[src/logic/spp_defs.svh]
// constants for the serial peripheral port: widths and counts, reset values, timing
// assumes it is included by bare name from logic/ files; definitions only
`ifndef SPP_DEFS_SVH
`define SPP_DEFS_SVH

`define SPP_BITS_PER_BYTE 4'h8
`define SPP_CNT_W 7
`define SPP_CLK_NS 25
`define SPP_DATA_RST 8'h00
`define SPP_CTRL_RST 8'h00
`define SPP_SLV_CLK_RATIO 4
`define SPP_SYNC_STAGES 2

`endif

[src/logic/spp_pkg.sv]
// types for the serial peripheral port
// assumes spp_defs.svh is compiled alongside
package spp_pkg;

    // control settings written by software
    typedef struct packed {
        logic transfer_irq_enable;
        logic port_enable_bit;
        logic bit_order_select;
        logic master_select_bit;
        logic clock_polarity_bit;
        logic clock_phase_bit;
        logic rate_select_high;
        logic rate_select_low;
    } spp_ctrl_s;

    // pin directions driven out of the block
    typedef struct packed {
        logic mosi_oe;
        logic miso_oe;
        logic sck_oe;
        logic ss_oe;
    } spp_pins_s;

    // gray-coded transfer states
    typedef enum logic [1:0] {
        SPP_IDLE = 2'b00,
        SPP_LEAD = 2'b01,
        SPP_TRAIL = 2'b11
    } spp_state_e;

endpackage

[src/logic/spp_sync.sv]
// two-stage synchroniser for a level
// assumes the input may change at any time relative to i_core_clk
`timescale 1ns/1ps
`default_nettype none
module spp_sync
    import spp_pkg::*;
#(
    parameter logic RST_VAL = 1'b0
) (
    input wire logic i_core_clk,
    input wire logic i_rst,
    input wire logic i_d,
    output logic o_q
);
    logic meta_ff; // first stage, read only by the second
    logic sync_ff;

    // two flops in series
    always_ff @(posedge i_core_clk) begin
        if (i_rst) begin
            meta_ff <= RST_VAL;
            sync_ff <= RST_VAL;
        end else begin
            meta_ff <= i_d;
            sync_ff <= meta_ff;
        end
    end
    assign o_q = sync_ff;
endmodule
`default_nettype wire

[src/logic/spp_rate.sv]
// master serial clock divider: pulses one half-period tick
// assumes i_run clears the count between bytes
`timescale 1ns/1ps
`default_nettype none
`include "spp_defs.svh"
module spp_rate
    import spp_pkg::*;
(
    input wire logic i_core_clk,
    input wire logic i_rst,
    input wire logic i_run,
    input wire logic i_dbl,
    input wire logic [1:0] i_sel,
    output logic o_tick
);
    logic [`SPP_CNT_W-1:0] cnt_ff; // half-period counter
    logic [`SPP_CNT_W-1:0] half; // half period minus one

    // divide by 4,16,64,128 or with double speed 2,8,32,64
    always_comb begin
        unique case ({i_dbl, i_sel})
            3'h0: half = 7'h01;
            3'h1: half = 7'h07;
            3'h2: half = 7'h1F;
            3'h3: half = 7'h3F;
            3'h4: half = 7'h00;
            3'h5: half = 7'h03;
            3'h6: half = 7'h0F;
            3'h7: half = 7'h1F;
        endcase
    end

    // count to the half period, then wrap
    always_ff @(posedge i_core_clk) begin
        if (i_rst || !i_run || o_tick) begin
            cnt_ff <= 7'h00;
        end else begin
            cnt_ff <= cnt_ff + 7'h01;
        end
    end
    assign o_tick = i_run && (cnt_ff == half);
endmodule
`default_nettype wire

[src/logic/spp_core.sv]
// serial peripheral port core: master/slave byte shifter with plain control ports
// assumes software strobes are one-cycle pulses; slave pins are sampled through synchronisers
`timescale 1ns/1ps
`default_nettype none
`include "spp_defs.svh"
module spp_core
    import spp_pkg::*;
(
    input wire logic i_core_clk,
    input wire logic i_rst,
    input wire logic i_power_reduce_serial_bit, // high holds the port off
    input wire logic i_ctrl_wr, // load control settings
    input wire spp_ctrl_s i_ctrl,
    input wire logic i_double_rate_bit,
    input wire logic i_data_wr, // shift data register write
    input wire logic [7:0] i_data,
    input wire logic i_data_rd, // shift data register read
    input wire logic i_status_rd, // status register read
    input wire logic i_vector_ack, // interrupt vector taken
    input wire logic i_ss_is_input, // select pin configured as input
    input wire logic i_mosi,
    input wire logic i_miso,
    input wire logic i_sck,
    input wire logic i_ss_n,
    output logic o_mosi,
    output logic o_sck,
    output logic o_miso,
    output spp_pins_s o_force_in, // high: pin forced to input
    output logic o_miso_oe_allow, // low: miso released
    output logic [7:0] o_rx_data,
    output logic o_transfer_done_flag,
    output logic o_write_collision_flag,
    output logic o_master_select_bit,
    output logic o_irq,
    output logic o_busy
);
    spp_ctrl_s ctrl_ff; // software settings
    logic dbl_ff;
    spp_state_e state_ff;
    logic [7:0] shift_ff; // single transmit/receive shifter
    logic [3:0] bits_ff; // bits sampled this byte
    logic [7:0] rx_ff; // receive buffer
    logic done_ff, write_collision_flag_ff, armed_ff;
    logic mosi_ff, sck_ff, miso_ff, irq_ff;
    spp_pins_s force_ff;
    logic miso_en_ff;
    logic sck_s, ss_s, mosi_s, sck_d_ff;
    logic tick;

    wire logic on = ctrl_ff.port_enable_bit && !i_power_reduce_serial_bit;
    wire logic mst = on && ctrl_ff.master_select_bit;
    wire logic slv = on && !ctrl_ff.master_select_bit;
    wire logic busy = (state_ff != SPP_IDLE);
    wire logic sel_lost = mst && i_ss_is_input && !ss_s;
    // slave edges from the synchronised clock; leading edge leaves idle level
    wire logic s_lead = slv && !ss_s && (sck_s != sck_d_ff) && (sck_s != ctrl_ff.clock_polarity_bit);
    wire logic s_trail = slv && !ss_s && (sck_s != sck_d_ff) && (sck_s == ctrl_ff.clock_polarity_bit);
    wire logic m_lead = mst && (state_ff == SPP_LEAD) && tick;
    wire logic m_trail = mst && (state_ff == SPP_TRAIL) && tick;
    wire logic lead = m_lead || s_lead;
    wire logic trail = m_trail || s_trail;
    wire logic sample = ctrl_ff.clock_phase_bit ? trail : lead;
    wire logic setup = ctrl_ff.clock_phase_bit ? lead : trail;
    wire logic rx_bit = mst ? i_miso : mosi_s;
    wire logic byte_end = sample && (bits_ff == `SPP_BITS_PER_BYTE - 4'h1);
    // last edge of a master byte: phase 0 ends on the trailing edge after the eighth sample
    wire logic m_stop = m_trail && (ctrl_ff.clock_phase_bit ? byte_end : (bits_ff == 4'h0));
    // done sources; a master only reports once its clock has stopped
    wire logic done_set = m_stop || (byte_end && slv && !ss_s) || sel_lost;
    wire logic [7:0] shifted = ctrl_ff.bit_order_select ? {rx_bit, shift_ff[7:1]} : {shift_ff[6:0], rx_bit};
    wire logic tx_bit = ctrl_ff.bit_order_select ? shift_ff[0] : shift_ff[7];

    // pins sampled into the core clock domain; external clock limit
    spp_sync #(.RST_VAL(1'b0)) u_sck (.i_core_clk(i_core_clk), .i_rst(i_rst), .i_d(i_sck), .o_q(sck_s));
    spp_sync #(.RST_VAL(1'b1)) u_ss (.i_core_clk(i_core_clk), .i_rst(i_rst), .i_d(i_ss_n), .o_q(ss_s));
    spp_sync #(.RST_VAL(1'b0)) u_mosi (.i_core_clk(i_core_clk), .i_rst(i_rst), .i_d(i_mosi), .o_q(mosi_s));

    // master rate generator
    spp_rate u_rate (
        .i_core_clk(i_core_clk),
        .i_rst(i_rst),
        .i_run(mst && busy),
        .i_dbl(dbl_ff),
        .i_sel({ctrl_ff.rate_select_high, ctrl_ff.rate_select_low}),
        .o_tick(tick)
    );

    // control settings; external select demotes master
    always_ff @(posedge i_core_clk) begin
        if (i_rst) begin
            ctrl_ff <= `SPP_CTRL_RST;
            dbl_ff <= 1'b0;
        end else begin
            if (i_ctrl_wr) begin
                ctrl_ff <= i_ctrl;
                dbl_ff <= i_double_rate_bit;
            end
            if (sel_lost) begin
                ctrl_ff.master_select_bit <= 1'b0;
            end
        end
    end

    // delayed synchronised clock for edge detection
    always_ff @(posedge i_core_clk) begin
        if (i_rst) begin
            sck_d_ff <= 1'b0;
        end else begin
            sck_d_ff <= sck_s;
        end
    end

    // transfer state and shifter
    always_ff @(posedge i_core_clk) begin
        if (i_rst || !on || sel_lost) begin
            state_ff <= SPP_IDLE;
            bits_ff <= 4'h0;
            if (i_rst) begin
                shift_ff <= `SPP_DATA_RST;
            end
        end else if (slv && ss_s) begin
            // unselected slave drops partial bytes but accepts a load
            state_ff <= SPP_IDLE;
            bits_ff <= 4'h0;
            if (i_data_wr) begin
                shift_ff <= i_data;
            end
        end else if (i_data_wr && !busy && (mst || bits_ff == 4'h0)) begin
            shift_ff <= i_data;
            state_ff <= mst ? SPP_LEAD : SPP_IDLE;
        end else begin
            if (mst && busy && tick) begin
                state_ff <= (state_ff == SPP_LEAD) ? SPP_TRAIL : SPP_LEAD;
            end
            if (sample) begin
                shift_ff <= shifted;
                bits_ff <= byte_end ? 4'h0 : bits_ff + 4'h1;
            end
            if (m_stop) begin
                state_ff <= SPP_IDLE;
            end
        end
    end

    // serial outputs: data set up on the shifting edge, idle clock level
    always_ff @(posedge i_core_clk) begin
        if (i_rst) begin
            mosi_ff <= 1'b0;
            miso_ff <= 1'b0;
            sck_ff <= 1'b0;
        end else begin
            sck_ff <= ctrl_ff.clock_polarity_bit ^ (mst && state_ff == SPP_LEAD && busy && !(m_lead)) ^ m_lead;
            if (mst && i_data_wr && !busy) begin
                // phase 0 samples on the first edge, so the first bit must already stand
                mosi_ff <= ctrl_ff.bit_order_select ? i_data[0] : i_data[7];
            end else if (!busy || setup) begin
                mosi_ff <= tx_bit;
            end
            if ((slv && bits_ff == 4'h0 && !s_trail) || setup) begin
                miso_ff <= tx_bit;
            end
        end
    end

    // receive buffer, overwritten by each completed byte
    always_ff @(posedge i_core_clk) begin
        if (i_rst) begin
            rx_ff <= `SPP_DATA_RST;
        end else if (byte_end && on) begin
            rx_ff <= shifted;
        end
    end

    // done flag, collision flag, status-then-data clear; set wins
    always_ff @(posedge i_core_clk) begin
        if (i_rst) begin
            done_ff <= 1'b0;
            write_collision_flag_ff <= 1'b0;
            armed_ff <= 1'b0;
        end else begin
            if (i_status_rd) begin
                armed_ff <= done_ff || write_collision_flag_ff;
            end else if (i_data_rd || i_data_wr) begin
                armed_ff <= 1'b0;
            end
            done_ff <= done_set ||
                       (done_ff && !i_vector_ack && !(armed_ff && (i_data_rd || i_data_wr)));
            write_collision_flag_ff <= (i_data_wr && on && (busy || bits_ff != 4'h0)) ||
                       (write_collision_flag_ff && !(armed_ff && (i_data_rd || i_data_wr)));
        end
    end

    // pin overrides and interrupt request
    always_ff @(posedge i_core_clk) begin
        if (i_rst) begin
            force_ff <= 4'h0;
            miso_en_ff <= 1'b0;
            irq_ff <= 1'b0;
        end else begin
            force_ff.miso_oe <= mst;
            force_ff.mosi_oe <= slv;
            force_ff.sck_oe <= slv;
            force_ff.ss_oe <= slv;
            miso_en_ff <= slv && !ss_s;
            irq_ff <= ctrl_ff.transfer_irq_enable && done_ff;
        end
    end

    assign o_mosi = mosi_ff;
    assign o_sck = sck_ff;
    assign o_miso = miso_ff;
    assign o_force_in = force_ff;
    assign o_miso_oe_allow = miso_en_ff;
    assign o_rx_data = rx_ff;
    assign o_transfer_done_flag = done_ff;
    assign o_write_collision_flag = write_collision_flag_ff;
    assign o_master_select_bit = ctrl_ff.master_select_bit;
    assign o_irq = irq_ff;
    assign o_busy = state_ff[0]; // lead and trail codes both carry bit 0, idle does not
endmodule
`default_nettype wire

[config.mk]
export PLATFORM = sky130hd
export DESIGN_NAME = spp_core
export DESIGN_NICKNAME = d
export VERILOG_FILES = /design/src/logic/spp_pkg.sv /design/src/logic/spp_sync.sv /design/src/logic/spp_rate.sv /design/src/logic/spp_core.sv
export VERILOG_INCLUDE_DIRS = /design/src /design/src/logic
export SDC_FILE = /design/constraint.sdc
export NUM_CORES = 1
export LEC_CHECK = 0
export BUFFER_PORTS_ARGS = -buffer_cell sky130_fd_sc_hd__buf_2
export CAP_MARGIN = 5
export CORE_UTILIZATION = 45
export DETAILED_ROUTE_END_ITERATION = 10
export HOLD_SLACK_MARGIN = 0.12
export PLACE_DENSITY = 0.76
export SLEW_MARGIN = 10
export SYNTH_ARGS = -nofsm -noshare
export SYNTH_HDL_FRONTEND = slang
export SYNTH_SLANG_ARGS = --single-unit
[constraint.sdc]
create_clock -name i_core_clk -period 2.8 [get_ports i_core_clk]
set_input_delay 0.28 -clock i_core_clk [delete_from_list [all_inputs] [get_ports i_core_clk]]
set_output_delay 0.28 -clock i_core_clk [all_outputs]
set_load 0.03 [all_outputs]
---- After elaboration in Yosys (flattened, before gate mapping) ----
Memories as Yosys holds them, arrays and structs flattened. A register that Yosys moved wholly into a read port is not among the register bits.
Index checks and enable logic that the tools add are counted.
word-level totals
  bits in read-only memories .............. 48
  flip-flop bits (word level) ............. 55
  output and inout port bits .............. 21
  memories ................................ 1
memories
  name              depth  width  read ports  clocked after memory_dff  wr ports  RTL line        text
  (name not given)  8      6      1           1                         0         spp_rate.sv:21  unique case ({i_dbl, i_sel})
cells by class
  reduce and logical (&&, ||, !) cells .... 74
  bitwise operators ....................... 3
  equal/unequal tests ..................... 9
  add/sub/neg operators ................... 2
  mux-type cells .......................... 25
operator list
  operator                                              count
  2-to-1 mux 8 bit                                      7
  logical AND 1 bit                                     37
  logical OR 1 bit                                      16
  2-to-1 mux 1 bit                                      11
  zero test 1 bit                                       10
  2-to-1 mux 2 bit                                      4
  nonzero test 4 bit                                    2
  adder 7 x 1 -> 7 bit (second input constant)          1
  equality test 7 bit                                   1
  2-to-1 mux 3 bit                                      2
  nonzero test 2 bit                                    3
  adder 4 x 1 -> 4 bit (second input constant)          1
  equality test 4 x 3 -> 1 bit (second input constant)  1
  zero test 4 bit                                       1
  2-to-1 mux 4 bit                                      1
  OR reduction 2 bit                                    2
  != test 3 bit (second input constant)                 1
  AND reduction 3 bit                                   1
  nonzero test 3 bit                                    1
  equality test 2 x 1 -> 1 bit (second input constant)  1
  equality test 2 bit (second input constant)           1
  != test 1 bit                                         2
  != test 2 bit (second input constant)                 1
  AND reduction 2 bit                                   1
  other kinds (3)                                       4

---- Depth between registers and ports, before layout ----
  depth after elaboration ................. 14
  mapped depth ............................ 8
  depth with buffers taken out ............ 7

---- By module ----
A second synthesis with hierarchy kept.
unflattened totals
  cells, all modules ...................... 286
  area, all modules ....................... 2834.0 um^2
modules (own cells, without submodules)
  module    instances  cells an instance  sequential area each (um^2)  area an instance (um^2)
  spp_core  1          222                920.9                        2220.9
  spp_rate  1          52                 140.1                        455.4
  spp_sync  3          4                  40.0                         52.6

---- Worst setup path before layout ----
No wires, ideal clock.
  kind .................................... reg-to-reg
  start point ............................. reg state_ff[0]
  end point ............................... reg shift_ff[0], enable pin
  required time ........................... 2.422 ns
  path slack .............................. 0.024 ns
  library setup time ...................... 0.378 ns
  period minus slack after synthesis ...... 2.776 ns
  data arrival time ....................... 2.398 ns
  stages on the path, launching flop included .. 8
  path through ............................ dfxtp_1 o21bai_1 or4_4 buf_6 o311ai_1 buf_2 nand2_1 a31oi_1
between the ends
  word-level cells in the longest chain between the ends .. 8
RTL lines
  what                                    RTL line                        text
  from (decl)                             spp_core.sv:39                  spp_state_e state_ff;
  from (signal assigned)                  spp_core.sv:130                 state_ff <= mst ? SPP_LEAD : SPP_IDLE;
  from (signal assigned)                  spp_core.sv:133                 state_ff <= (state_ff == SPP_LEAD) ? SPP_TRAIL : SPP_LEAD;
  nonzero test 2 bit                      spp_core.sv:53                  wire logic busy = (state_ff != SPP_IDLE);
  logical AND 1 bit                       spp_core.sv:82                  .i_run(mst && busy),
  logical AND 1 bit                       spp_rate.sv:41                  assign o_tick = i_run && (cnt_ff == half);
  logical AND 1 bit (on tied branches)    spp_core.sv:58, spp_core.sv:59
  logical OR 1 bit (on tied branches)     spp_core.sv:60, spp_core.sv:61
  2-to-1 mux 1 bit                        spp_core.sv:62                  wire logic sample = ctrl_ff.clock_phase_bit ? trail : lead;
  nonzero test 4 bit (no source line) *   -
  AND reduction 3 bit (no source line) *  -
  to (signal assigned)                    spp_core.sv:119                 shift_ff <= `SPP_DATA_RST;
  to (signal assigned)                    spp_core.sv:126                 shift_ff <= i_data;
  to (signal assigned)                    spp_core.sv:129                 shift_ff <= i_data;
  to (decl)                               spp_core.sv:40                  logic [7:0] shift_ff;
Every way passes the cells marked *; elsewhere a longest branch is shown, timed or not.
A chain may end at the register's enable or synchronous reset.

---- Worst setup path after layout ----
  start point ............................. reg ctrl_ff (netlist bit o_master_select_bit)
  end point ............................... reg rx_ff[1], in the netlist o_rx_data[1]
between the ends
  word-level cells in the longest chain between the ends .. 9
RTL lines
  what                                  RTL line                        text
  from (decl)                           spp_core.sv:37                  spp_ctrl_s ctrl_ff;
  from (signal assigned)                spp_core.sv:91                  ctrl_ff <= `SPP_CTRL_RST;
  from (signal assigned)                spp_core.sv:95                  ctrl_ff <= i_ctrl;
  zero test 1 bit                       spp_core.sv:52                  wire logic slv = on && !ctrl_ff.master_select_bit;
  logical AND 1 bit                     spp_core.sv:52
  logical AND 1 bit (2 in a row)        spp_core.sv:56, spp_core.sv:57
  logical AND 1 bit (on tied branches)  spp_core.sv:56, spp_core.sv:57
  logical OR 1 bit (on tied branches)   spp_core.sv:60, spp_core.sv:61
  2-to-1 mux 1 bit *                    spp_core.sv:62
  logical AND 1 bit *                   spp_core.sv:65                  wire logic byte_end = sample && (bits_ff == `SPP_BITS_PER_BYTE - 4'h1);
  logical AND 1 bit *                   spp_core.sv:169                 end else if (byte_end && on) begin
  to (signal assigned)                  spp_core.sv:168                 rx_ff <= `SPP_DATA_RST;
  to (signal assigned)                  spp_core.sv:170                 rx_ff <= shifted;
  to (decl)                             spp_core.sv:42                  logic [7:0] rx_ff;
Marked as above.

==> qor.txt <==
OUTCOME
------------------------------------------------------------------------------------
Status ................................................................ complete, no violations

SETUP PATH
------------------------------------------------------------------------------------
Startpoint-to-endpoint class of the critical path .....................   reg -> reg
Cell with the biggest individual delay on the critical path ........... sky130_fd_sc_hd__nor4b_1
Crit Reg-Reg Startpoint ............................................... o_master_select_bit
Crit path required time ...............................................      2.99 ns
Type of origin of the critical path ...................................         flop
Slowest stage delay, CP ...............................................      0.61 ns
Crit-path cells ....................................................... nor4b_1, o21ai_0, o311a_4, nor3_1, a211oi_1
Path depth of the worst reg2reg path ..................................            5
Worst-case register-to-register setup slack ...........................      0.28 ns
Critical path endpoint category .......................................         flop
Top fanout value on the critical path .................................            9
Data arrival at the endpoint of the critical path .....................      2.71 ns
Critical Path Start ................................................... o_master_select_bit
Worst setup path end .................................................. o_rx_data[1]
Reg2Reg Capture Point ................................................. o_rx_data[1]

CLOCKING
------------------------------------------------------------------------------------
Clk root buf .......................................................... sky130_fd_sc_hd__clkbuf_8
TritonCTS clock tree ..................................................        built
Post-CTS repair timing setup buffer count .............................            0
Inserted Clock Buffers ................................................            9
Number of buffers on the longest clock path ...........................            2
Clk Latency, worst-skew pair ..........................................      0.35 ns
Worst-path clk slew ...................................................      0.07 ns
Sinks on Clock Net ....................................................           61
H-tree depth ..........................................................            3

GLOBAL ROUTE
------------------------------------------------------------------------------------
Pin count of the biggest net entering global routing ..................           39
Global-route met2 utilization .........................................        32.8%
Wire length of the first global-routing pass ..........................    10,100 um
Vias in the first global route ........................................        2,112
Congestion Overflow GR ................................................            0
Met1 track demand over resource in global routing .....................        25.7%
Total global routing track utilization ................................        20.9%
Antenna violations before repair ......................................            0
Top Usage Layer GRT ...................................................         met2
Met3 demand-to-capacity share in global routing .......................        7.78%

YOSYS
------------------------------------------------------------------------------------
Primary FF master, synth .............................................. sky130_fd_sc_hd__dfxtp_1
Register bit total from synthesis .....................................           61
Share of Yosys cell area claimed by the top area cell type ............        37.3%
Register area share after synthesis ...................................        45.8%
Proportion of synthesized flip-flops having asynchronous set or reset .           0%
Syn. warnings .........................................................            0
Top cells by area, synth .............................................. sky130_fd_sc_hd__dfxtp_1 (37%), sky130_fd_sc_hd__mux2i_1 (8.8%), sky130_fd_sc_hd__edfxtp_1 (8.5%)
Syn Area/Cell .........................................................     9.73 um2
Number of different library cells in the post-synthesis netlist .......           46
Number of nets produced by synthesis ..................................          325
Synthesized cell area .................................................     2840 um2
Most common cell in the netlist ....................................... sky130_fd_sc_hd__dfxtp_1
Post-synth EDFFs ......................................................            8
Cell type with the highest aggregate area in the netlist .............. sky130_fd_sc_hd__dfxtp_1
Top post-synthesis cells by count ..................................... sky130_fd_sc_hd__dfxtp_1 (53), sky130_fd_sc_hd__nor2_1 (34), sky130_fd_sc_hd__mux2i_1 (25)
Synthesized instance count ............................................          292

DETAILED ROUTING
------------------------------------------------------------------------------------
Detail-routed net length per standard cell ............................      14.3 um
Aggregate routed wire length ..........................................      6040 um
Post-detailed-route via-to-cell ratio .................................         5.43
Iteration-0 DRC count of the detailed router ..........................           95
Number of vias after detailed routing .................................        2,286
Remaining antenna violation count .....................................            0
Post-detailed-route DRC marker count ..................................            0
Initial DRT Pass Iterations ...........................................            5

CELLS AND AREA
------------------------------------------------------------------------------------
Fill cells ............................................................          520
Number of nets in the finished design .................................          374
Antenna diodes ........................................................            0
Fraction of layout cells with a size suffix above 1 ...................        24.3%
Area grow syn2layout ..................................................        18.5%
Post-layout utilization of the core ...................................        56.2%

TIMING
------------------------------------------------------------------------------------
Number of endpoints with negative hold slack in the final report ......            0
Setup-violating endpoint count in the final report ....................            0
Setup repair after global routing missed its margin ...................           no
Max transition margin .................................................        56.7%
Post-layout minimum cycle time ........................................      2.52 ns
Measured slew at the worst slew-check pin .............................     0.645 ns
Worst clock skew on the final layout ..................................    0.0111 ns
Hold Slack ............................................................     0.142 ns
Maximum clock frequency ...............................................      397 MHz
Final period utilization ..............................................        90.0%
Summed negative setup slack over all endpoints ........................         0 ns
Max-slew violation count ..............................................            0

DIE
------------------------------------------------------------------------------------
DIE AREA ..............................................................     6640 um2
Starting utilization of the core area .................................        47.4%
Boundary pin count ....................................................           51
Die extent in y .......................................................      81.5 um
Number of cell rows ...................................................           28
Core Area .............................................................     5990 um2
Die outline width .....................................................      81.5 um

POWER
------------------------------------------------------------------------------------
Combinational share of power ..........................................         8.0%
Total power after layout ..............................................      1.85 mW
Worst vdd ir ..........................................................       479 uV
Seq pwr share .........................................................        50.4%
Power per cell area ...................................................   550 nW/um2
Static leakage power ..................................................      1.43 nW
Internal Power ........................................................      1.40 mW
Net Sw Frac ...........................................................        24.3%
Clock power share .....................................................        41.5%
Sw power ..............................................................     0.449 mW

PLACEMENT
------------------------------------------------------------------------------------
Half-perimeter wire length after placement ............................      4310 um
Gpl congestion ........................................................        0.859
I/O Buffers ...........................................................           50

RUN
------------------------------------------------------------------------------------
Max capacitance violation total .......................................            0

WORST HOLD PATH
------------------------------------------------------------------------------------
Class of the tightest hold or removal check ...........................    in -> reg

==> power groups by stage <==
stage / combinational [mW] / clock [mW] / sequential (mW)
after floorplan: 0.0963 / 0 / 0.950
after global placement: 0.143 / 0 / 0.951
after detailed placement: 0.146 / 0 / 0.952
after CTS: 0.148 / 0.792 / 0.933
after global routing: 0.164 / 0.826 / 0.936
final: 0.148 / 0.769 / 0.934
==> repair_timing <==
item,in CTS,in global routing
endpoints found under the setup margin,0,8
hold buffers,1,0
resized for setup,0,1
hold endpoints to repair,1,0
==> cell usage in the layout, fill, tap and decap left out, types with 2 or more instances in the layout <==
master / instances
sky130_fd_sc_hd__a211oi_1: 15
sky130_fd_sc_hd__a21oi_1: 11
sky130_fd_sc_hd__a31oi_1: 8
sky130_fd_sc_hd__a32oi_1: 3
sky130_fd_sc_hd__and3_1: 2
sky130_fd_sc_hd__and3b_1: 6
sky130_fd_sc_hd__buf_2: 50
sky130_fd_sc_hd__buf_4: 6
sky130_fd_sc_hd__clkbuf_8: 11
sky130_fd_sc_hd__dfxtp_1: 53
sky130_fd_sc_hd__edfxtp_1: 8
sky130_fd_sc_hd__ha_1: 3
sky130_fd_sc_hd__inv_1: 10
sky130_fd_sc_hd__mux2i_1: 25
sky130_fd_sc_hd__nand2_1: 8
sky130_fd_sc_hd__nand2b_1: 3
sky130_fd_sc_hd__nand3_1: 6
sky130_fd_sc_hd__nand3b_1: 2
sky130_fd_sc_hd__nand4_1: 6
sky130_fd_sc_hd__nor2_1: 34
sky130_fd_sc_hd__nor2b_1: 12
sky130_fd_sc_hd__nor3_1: 5
sky130_fd_sc_hd__nor3b_1: 3
sky130_fd_sc_hd__o21ai_0: 6
sky130_fd_sc_hd__o21bai_1: 2
sky130_fd_sc_hd__o311a_4: 2
sky130_fd_sc_hd__o311ai_0: 2
sky130_fd_sc_hd__o31ai_1: 5
sky130_fd_sc_hd__or2_2: 5
sky130_fd_sc_hd__or3_1: 3
sky130_fd_sc_hd__or4_1: 2
sky130_fd_sc_hd__xnor2_1: 7
sky130_fd_sc_hd__xor2_1: 5
==> worst min-delay path by stage <==
stage,end,slack (ns),startpoint,depth (start not counted)
final,u_sck.meta_ff,0.14,i_sck,2
after global routing,u_sck.meta_ff,0.15,i_sck,2
after CTS,u_sck.meta_ff,0.13,i_sck,2
after detailed placement,u_ss.o_q,0.40,u_ss.meta_ff,1
after global placement,u_ss.o_q,0.39,u_ss.meta_ff,1
after floorplan,u_ss.meta_ff,0.38,i_ss_n,1
==> worst max-delay path, delay by kind of cell (launching register included) <==
kind | cells | cell delay [ns]
compound gates | 3 | 0.83
simple gates | 2 | 1.16
flops | 1 | 0.38
==> flip-flops by register name, summed over array words and instances (netlist names), 2 cells and up <==
| name | flops |
|---|---|
| o_force_in | 2 |
| ctrl_ff | 7 |
| state_ff | 2 |
| u_rate.cnt_ff | 7 |
| shift_ff | 8 |
| bits_ff | 4 |
| o_rx_data | 8 |
| u_rate.half | 6 |
==> kinds of logic (layout without fill, tap and decap cells) <==
group	after synthesis	in the layout	share of synthesized area, %
muxes	27	27	10.0
AOI/OAI and AO/OA	60	60	15.7
DFF	61	61	45.8
and+or+nand+nor	100	100	19.1
xor gates and xnor gates	12	12	3.70
adders and majority gates	3	3	1.32
buffers and inverters	29	83	4.45
==> routing by layer <==
| metal | share of wire [%] | vias to the layer above |
|---|---|---|
| met5 | 0 | - |
| met1 | 47 | 1061 |
| li1 | - | 1161 |
| met3 | 4.7 | 9 |
| met2 | 46 | 55 |
| met4 | 1.6 | 0 |
==> through the flow <==
stage / std cells / worst slack, ns / instance area (um2)
final: 421 / 0.279 / 3370
after global routing: 421 / 0.0272 / 3370
after CTS: 421 / 0.167 / 3360
after detailed placement: 404 / 0.158 / 3140
after global placement: 404 / 0.278 / 3140
after floorplan: 292 / 0.0241 / 2840
==> area by class of cell <==
cell class                      count  area, um2  area share (%)
Clock buffer                       12        176            5.24
Clock inverter                      4       27.5           0.818
Inverter                           10       37.5            1.12
Multi-Input combinational cell    202       1420            42.3
Sequential cell                    61       1300            38.7
Tap cell                           75       93.8            2.79
Timing Repair Buffer               57        305            9.07
Power figures use the tool's default switching activity.
